`config.mk`:
```
export PLATFORM = sky130hd
export DESIGN_NAME = evc_event_ctrl
export DESIGN_NICKNAME = d
export VERILOG_FILES = /design/src/rtl/evc_pkg.sv /design/src/rtl/evc_event_ctrl.sv /design/src/rtl/evc_tick_gen.sv
export VERILOG_INCLUDE_DIRS = /design/src /design/src/rtl
export SDC_FILE = /design/constraint.sdc
export NUM_CORES = 1
export LEC_CHECK = 0
export BUFFER_PORTS_ARGS = -buffer_cell sky130_fd_sc_hd__buf_2
export CAP_MARGIN = 20
export CORE_MARGIN = 2
export CORE_UTILIZATION = 30
export DETAILED_ROUTE_END_ITERATION = 8
export GPL_TIMING_DRIVEN = 0
export PLACE_DENSITY_LB_ADDON = 0.15
export SYNTH_ARGS = -nofsm -noshare
export SYNTH_HDL_FRONTEND = slang
export SYNTH_HIERARCHICAL = 1
export SYNTH_SLANG_ARGS = --single-unit
```
`constraint.sdc`:
```
create_clock -name clk_i -period 2.25 [get_ports clk_i]
set_input_delay 0.45 -clock clk_i [delete_from_list [all_inputs] [get_ports clk_i]]
set_output_delay 0.45 -clock clk_i [all_outputs]
set_load 0.005 [all_outputs]
```
`src/rtl/evc_map.svh`:
```
// Functional notes
// - bit 7 set delays clock output switch-off after bus stop; clear means no delay.
// - polarity 0: falling edge when filter is 00, else low level is the event.
// - polarity 1: rising edge when filter is 00, else high level is the event.
// - filter field zero: no filtering, plain edge detection on the event pin.
// - nonzero filter: sample pin at 3.9, 15.6 or 125 ms; edge and level detection.
// - unused field reads zero always, writes to it have no effect.
`ifndef EVC_MAP_SVH
`define EVC_MAP_SVH
`define EVC_CTRL_RESET 8'h00
`define EVC_BIT_DELAY_EN 7
`define EVC_BIT_POLARITY 6
`define EVC_FILTER_HI 5
`define EVC_FILTER_LO 4
`define EVC_ZERO_HI 3
`define EVC_ZERO_LO 1
`define EVC_BIT_SYNC 0
`define EVC_CLK_HZ 200000000
`define EVC_TICK0_HZ 256
`define EVC_TICK1_HZ 64
`define EVC_TICK2_HZ 8
`define EVC_TSP0_US 3900
`define EVC_TSP1_US 15600
`define EVC_TSP2_US 125000
`endif

```
`src/rtl/evc_pkg.sv`:
```
package evc_pkg;
   typedef enum logic [1:0] {
      EVC_FILT_NONE = 2'h0,
      EVC_FILT_256 = 2'h1,
      EVC_FILT_64 = 2'h2,
      EVC_FILT_8 = 2'h3
   } evc_filter_type;
   typedef enum logic [2:0] {
      EVC_ON = 3'b001,
      EVC_HOLD = 3'b010,
      EVC_OFF = 3'b100
   } evc_state_type;
endpackage

```
`src/rtl/evc_event_ctrl.sv`:
```
`timescale 1ns/1ps
`default_nettype none
`include "evc_map.svh"
module evc_event_ctrl
   import evc_pkg::*;
#(
   parameter int unsigned TICK_PRESCALE = `EVC_CLK_HZ / `EVC_TICK0_HZ,
   parameter logic [23:0] DELAY0_CYCLES = 24'h0000c8,
   parameter logic [23:0] DELAY1_CYCLES = 24'h000190
) (
   input wire logic clk_i,              // system clock, 200 MHz
   input wire logic resetn_i,           // async reset, active low
   input wire logic wr_en_i,            // register write strobe
   input wire logic [7:0] wr_data_i,    // register write data
   output logic [7:0] rd_data_o,        // register read data
   input wire logic event_pin_i,        // external event pin, asynchronous
   output logic event_pulse_o,          // one-cycle event detected
   output logic event_level_o,          // filtered active level
   input wire logic off_req_i,          // request to switch clock output off
   input wire logic bus_stop_i,         // bus stop seen, one-cycle pulse
   input wire logic out_delay_select_i, // delay length select
   output logic clock_output_en_o       // clock output running
);
   ////////////////////////////////////////////////////////////////////////////
   logic [7:0] ctrl_r, ctrl_nxt;
   logic out_delay_enable, event_polarity;
   evc_filter_type event_filter_period;
   logic tick256, tick64, tick8, sel_tick;

   assign out_delay_enable = ctrl_r[`EVC_BIT_DELAY_EN];
   assign event_polarity = ctrl_r[`EVC_BIT_POLARITY];
   assign event_filter_period = evc_filter_type'(ctrl_r[`EVC_FILTER_HI:`EVC_FILTER_LO]);
   assign rd_data_o = ctrl_r;

   always_comb begin
      ctrl_nxt = ctrl_r;
      if (wr_en_i) begin
         ctrl_nxt = wr_data_i;
         ctrl_nxt[`EVC_ZERO_HI:`EVC_ZERO_LO] = 3'h0;
      end
   end

   always_ff @(posedge clk_i or negedge resetn_i) begin
      if (!resetn_i) begin
         ctrl_r <= `EVC_CTRL_RESET;
      end else begin
         ctrl_r <= ctrl_nxt;
      end
   end

   ////////////////////////////////////////////////////////////////////////////
   evc_tick_gen #(
      .PRESCALE(TICK_PRESCALE)
   ) u_tick (
      .clk_i(clk_i),
      .resetn_i(resetn_i),
      .tick256_o(tick256),
      .tick64_o(tick64),
      .tick8_o(tick8)
   );

   always_comb begin
      case (event_filter_period)
         EVC_FILT_256: sel_tick = tick256;
         EVC_FILT_64: sel_tick = tick64;
         EVC_FILT_8: sel_tick = tick8;
         default: sel_tick = 1'b0;
      endcase
   end

   ////////////////////////////////////////////////////////////////////////////
   logic pin_s1_r, pin_s2_r, pin_d_r, samp_r;
   logic samp_nxt, pulse_nxt, level_nxt;
   logic pin_act, pin_d_act, samp_act;

   always_comb begin
      pin_act = (pin_s2_r == event_polarity);
      pin_d_act = (pin_d_r == event_polarity);
      samp_act = (samp_r == event_polarity);
      samp_nxt = sel_tick ? pin_s2_r : samp_r;
      if (event_filter_period == EVC_FILT_NONE) begin
         pulse_nxt = pin_act && !pin_d_act;
         level_nxt = 1'b0;
      end else begin
         pulse_nxt = sel_tick && pin_act && !samp_act;
         level_nxt = sel_tick ? pin_act : samp_act;
      end
   end

   always_ff @(posedge clk_i or negedge resetn_i) begin
      if (!resetn_i) begin
         pin_s1_r <= 1'b0;
         pin_s2_r <= 1'b0;
         pin_d_r <= 1'b0;
         samp_r <= 1'b0;
         event_pulse_o <= 1'b0;
         event_level_o <= 1'b0;
      end else begin
         pin_s1_r <= event_pin_i;
         pin_s2_r <= pin_s1_r;
         pin_d_r <= pin_s2_r;
         samp_r <= samp_nxt;
         event_pulse_o <= pulse_nxt;
         event_level_o <= level_nxt;
      end
   end

   ////////////////////////////////////////////////////////////////////////////
   // with bit 7 set, switch-off waits for the bus stop, then the selected delay; with it clear, switch-off is at once
   evc_state_type state_r, state_nxt;
   logic [23:0] cnt_r, cnt_nxt;
   logic armed_r, armed_nxt;
   logic en_nxt;

   always_comb begin
      state_nxt = state_r;
      cnt_nxt = cnt_r;
      armed_nxt = armed_r;
      case (state_r)
         EVC_ON: begin
            if (off_req_i) begin
               if (out_delay_enable) begin
                  state_nxt = EVC_HOLD;
                  armed_nxt = 1'b0;
               end else begin
                  state_nxt = EVC_OFF;
               end
            end
         end
         EVC_HOLD: begin
            if (!off_req_i) begin
               state_nxt = EVC_ON;
            end else if (!armed_r) begin
               if (bus_stop_i) begin
                  armed_nxt = 1'b1;
                  cnt_nxt = out_delay_select_i ? DELAY1_CYCLES : DELAY0_CYCLES;
               end
            end else if (cnt_r <= 24'h000001) begin
               state_nxt = EVC_OFF;
            end else begin
               cnt_nxt = cnt_r - 24'h000001;
            end
         end
         EVC_OFF: begin
            if (!off_req_i) begin
               state_nxt = EVC_ON;
            end
         end
         default: state_nxt = EVC_ON;
      endcase
      en_nxt = (state_nxt != EVC_OFF);
   end

   always_ff @(posedge clk_i or negedge resetn_i) begin
      if (!resetn_i) begin
         state_r <= EVC_ON;
         cnt_r <= 24'h000000;
         armed_r <= 1'b0;
         clock_output_en_o <= 1'b1;
      end else begin
         state_r <= state_nxt;
         cnt_r <= cnt_nxt;
         armed_r <= armed_nxt;
         clock_output_en_o <= en_nxt;
      end
   end

   ////////////////////////////////////////////////////////////////////////////
   ro_zero_a: assert property (@(posedge clk_i) disable iff (!resetn_i)
      wr_en_i |=> rd_data_o[3:1] == 3'h0 && rd_data_o[7:4] == $past(wr_data_i[7:4]))
      else $error("zero field or written bits wrong");
   fall_edge_a: assert property (@(posedge clk_i) disable iff (!resetn_i)
      (event_filter_period == EVC_FILT_NONE && !event_polarity && !wr_en_i
       && pin_d_r && !pin_s2_r) |=> event_pulse_o)
      else $error("falling edge not reported");
   rise_edge_a: assert property (@(posedge clk_i) disable iff (!resetn_i)
      (event_filter_period == EVC_FILT_NONE && event_polarity && !wr_en_i
       && !pin_d_r && pin_s2_r) |=> event_pulse_o)
      else $error("rising edge not reported");
   no_filter_a: assert property (@(posedge clk_i) disable iff (!resetn_i)
      (event_filter_period == EVC_FILT_NONE) |=> !event_level_o)
      else $error("level reported without filter");
   filt_tick_a: assert property (@(posedge clk_i) disable iff (!resetn_i)
      (event_pulse_o && $past(event_filter_period) != EVC_FILT_NONE) |-> $past(sel_tick))
      else $error("filtered event off the sample tick");
   rate_map_a: assert property (@(posedge clk_i) disable iff (!resetn_i)
      (event_filter_period == EVC_FILT_8 && tick64 && !tick8) |-> !sel_tick)
      else $error("wrong sampling rate selected");
   nodelay_off_a: assert property (@(posedge clk_i) disable iff (!resetn_i)
      (state_r == EVC_ON && off_req_i && !out_delay_enable) |=> !clock_output_en_o)
      else $error("clock output not switched off at once");
   delay_hold_a: assert property (@(posedge clk_i) disable iff (!resetn_i)
      (state_r == EVC_ON && off_req_i && out_delay_enable) ##1 off_req_i[*2]
      |-> clock_output_en_o)
      else $error("clock output switched off before delay");
endmodule // evc_event_ctrl
`default_nettype wire

```
`src/rtl/evc_tick_gen.sv`:
```
`timescale 1ns/1ps
`default_nettype none
`include "evc_map.svh"
module evc_tick_gen #(
   parameter int unsigned PRESCALE = `EVC_CLK_HZ / `EVC_TICK0_HZ
) (
   input wire logic clk_i,      // system clock
   input wire logic resetn_i,   // async reset, active low
   output logic tick256_o,      // 256 Hz enable pulse
   output logic tick64_o,       // 64 Hz enable pulse
   output logic tick8_o         // 8 Hz enable pulse
);
   localparam int unsigned SUB64 = `EVC_TICK0_HZ / `EVC_TICK1_HZ;
   localparam int unsigned SUB8 = `EVC_TICK0_HZ / `EVC_TICK2_HZ;
   logic [23:0] pre_r, pre_nxt;
   logic [4:0] sub_r, sub_nxt;
   logic t256_nxt, t64_nxt, t8_nxt;

   always_comb begin
      t256_nxt = (pre_r == 24'(PRESCALE - 1));
      pre_nxt = t256_nxt ? 24'h000000 : pre_r + 24'h000001;
      sub_nxt = t256_nxt ? sub_r + 5'h01 : sub_r;
      t64_nxt = t256_nxt && (sub_r[1:0] == 2'(SUB64 - 1));
      t8_nxt = t256_nxt && (sub_r == 5'(SUB8 - 1));
   end

   always_ff @(posedge clk_i or negedge resetn_i) begin
      if (!resetn_i) begin
         pre_r <= 24'h000000;
         sub_r <= 5'h00;
         tick256_o <= 1'b0;
         tick64_o <= 1'b0;
         tick8_o <= 1'b0;
      end else begin
         pre_r <= pre_nxt;
         sub_r <= sub_nxt;
         tick256_o <= t256_nxt;
         tick64_o <= t64_nxt;
         tick8_o <= t8_nxt;
      end
   end
endmodule // evc_tick_gen
`default_nettype wire

```
==> flow_metrics.env <==
export IMPL_crit_top_cell="or4_4"
export IMPL_io_pins=26
export IMPL_worst_slack_ns=-0.194
export IMPL_ir_drop_v=0.000347
export IMPL_reg2reg_from="cnt_r[8]"
export IMPL_fin_cells=592
export IMPL_syn_area_per_cell_um2=10.2
export IMPL_yosysTopAreaCellShare_pct=47.2
export IMPL_failed_checks="negative setup slack"
export IMPL_rsz0062_at_grt="true"
export IMPL_grt_overflow=0
export IMPL_cts_tree="done"
export IMPL_fp_dieArea_um2=13300
export IMPL_hold_start="event_pin_i"
export IMPL_viasPerCell=4.96
export IMPL_dp_hpwl_mm=5.67
export IMPL_hold_viol_final=0
export IMPL_tightest_slew_ns=0.789
export IMPL_critPathRequiredTime_ns=2.47
export IMPL_grtUsageTotal_pct=13.7
export IMPL_nNetsFinal=440
export IMPL_crit_chain="or4_4, or3_4, or4_4, o31a_1, o22a_1"
export IMPL_fin_crit_sh_pct=109
export IMPL_hold_path_end="pin_s1_r"
export IMPL_fin_util_pct=39.0
export IMPL_grt_max_degree=60
export IMPL_port_buffers=19
export IMPL_synthDistinctLibCells=63
export IMPL_routed_wl_mm=8.54
export IMPL_yosysSeqAreaShare_pct=48.7
export IMPL_crit_slowest_cell="or4_4"
export IMPL_cp_num_buf_inv=0
export IMPL_first_pass_iters=4
export IMPL_r2r_cells=5
export IMPL_rows=40
export IMPL_core_area_um2=12100
export IMPL_synth_edff_count=0
export IMPL_num_vias=2937
export IMPL_synth_area_leaders="dfrtp_1 (47%), xnor2_1 (4.7%), nor2_1 (3.0%), nand4_1 (2.9%), nor4_1 (2.5%)"
export IMPL_drive_gt1_share_pct=27.1
export IMPL_htree_num_levels=3
export IMPL_status="finished, violations left"
export IMPL_arrival_ns=2.67
export IMPL_critPathMaxStageDelay_ns=0.55
export IMPL_r2r_slack_ns=-0.19
export IMPL_antenna_found_initial=0
export IMPL_clock_latency_ns=0.34
export IMPL_max_cap_violations=0
export IMPL_placed_cell_area_um2=4070
export IMPL_first_iter_violations=135
export IMPL_cp_start_kind="flip-flop"
export IMPL_clockBufferDepth=2
export IMPL_startpoint="cnt_r[8]"
export IMPL_grt_pass1_wl_mm=14.1
export IMPL_n_antenna_cell=0
export IMPL_gp_congestion=0.745
export IMPL_synth_commonest_cells="dfrtp_1 (70), nor2_1 (30), xnor2_1 (20)"
export IMPL_cts_sinks=72
export IMPL_grt_pass1_vias=2866
export IMPL_synth_ff_type="dfrtp_1"
export IMPL_relSlewSlack_pct=46.9
export IMPL_syn_inst=365
export IMPL_async_flop_share_pct=100
export IMPL_yosysWarnings=6
export IMPL_area_growth_pct=27.0
export IMPL_fin_skew_ns=0.00502
export IMPL_fmax_mhz=409
export IMPL_wl_per_cell_um=14.4
export IMPL_hold_path_depth=1
export IMPL_min_path_type="input pin to flip-flop"
export IMPL_slew_viol_final=0
export IMPL_leakage_nw=1.99
export IMPL_end_kind="flip-flop"
export IMPL_yosys_area_top_type="dfrtp_1"
export IMPL_yosysMostFrequentCell="dfrtp_1"
export IMPL_die_w_um=115
export IMPL_holdWs_ns=0.227
export IMPL_drc_errors=0
export IMPL_cp_num_cells=5
export IMPL_path_class="flip-flop to flip-flop"
export IMPL_r2r_end="cnt_r[20]"
export IMPL_crit_fanout=4
export IMPL_cts_buffers_inserted=9
export IMPL_powerDensity_nw_per_um2=795
export IMPL_path_clk_slew_ns=0.06
export IMPL_cts_root_buf="clkbuf_16"
export IMPL_syn_area_um2=3710
export IMPL_initial_core_util_pct=30.7
export IMPL_synth_seq_cells=72
export IMPL_final_area_um2=4710
export IMPL_tns_ns=-0.528
export IMPL_crit_family="simple AND/OR/NAND/NOR gates"
export IMPL_fin_crit_ns=2.44
export IMPL_dp_cells=555
export IMPL_fp_dieH_um=115
export IMPL_setup_violations=4
export IMPL_drtAntennaViolNets=0
[area by class of cell]
class	count	area, µm²
plain buffers	14	87.6
flip-flops and latches	72	1810
clock buffers	9	225
repair buffers	45	340
well taps	168	210
inverters	11	41.3
clock inverters	7	71.3
fillers	1185	7350
multi-input cells	266	1930
[through the flow]
stage                     worst slack [ns]  total power [W]
final                               -0.194          0.00374
after global routing                -0.248          0.00396
after CTS                           -0.233          0.00371
after detailed placement            -0.416          0.00214
after global placement              -0.380          0.00212
after floorplan                     -0.232          0.00194
[cells by family (layout without fill, tap and decap cells)]
| group | count (synthesis) | count (layout) | synth area share, % |
|---|---|---|---|
| AOI/OAI and AO/OA | 60 | 60 | 10.8 |
| xor gates and xnor gates | 26 | 26 | 6.14 |
| adders and majority gates | 6 | 6 | 2.02 |
| buffers and inverters | 29 | 86 | 3.61 |
| DFF | 72 | 72 | 48.7 |
| muxes | 13 | 13 | 3.98 |
| other | 1 | 3 | 0.101 |
| and+or+nand+nor | 158 | 158 | 24.6 |
[per-layer routing]
layer | vias to the layer above | part of all wire (%) | GRT usage [%]
li1 | 1450 | - | -
met1 | 1449 | 47 | 17.2
met2 | 30 | 50 | 22.5
met3 | 8 | 2.5 | 3.80
met4 | 0 | 1.3 | 5.06
met5 | - | 0 | 0
[placed cells by master (no fill, tap or decap), types with 5 or more instances in the layout]
cell type	netlist	layout
nor2_1	30	30
and2_1	5	5
mux2_2	6	6
nand2_1	18	18
nor3_1	9	6
o21ai_0	18	16
buf_2	2	18
nor4_1	15	12
clkbuf_1	11	7
nand3_1	13	13
xor2_1	6	6
inv_1	11	11
or3_4	1	5
mux2i_1	5	5
a21oi_1	11	8
nor3b_1	5	5
or3_1	9	6
dfrtp_1	70	67
xnor2_1	20	20
and3_1	9	9
buf_4	4	26
clkbuf_16	0	10
nand4_1	17	17
[flip-flops by register name, summed over array words and instances, names as in the netlist, 3 cells and up]
name and count:
u_tick/pre_r 24, state_r 3, u_tick/sub_r 5, cnt_r 24, rd_data_o 5
[power breakdown]
group	internal (W)	switching, W
combinational	0.000366	0.000406
sequential	0.00143	0.000123
clock	0.000859	0.000563
total	0.00265	0.00109
[how the worst max path moves through the flow]
| stage | endpoint |
|---|---|
| detailed placement | cnt_r[10] |
| global route | cnt_r[20] |
| CTS | cnt_r[20] |
| finish | cnt_r[20] |
| global placement | cnt_r[19] |
| floorplan | cnt_r[20] |
[what timing repair did]
action	in CTS	in global routing
hold buffers	1	0
pin swaps	10	8
setup buffers	9	14
endpoints found under the hold margin	13	0
cloned	0	1
gates resized for setup	26	12
endpoints found under the setup margin	26	36
Note: power is estimated with default switching activity, not from simulation.
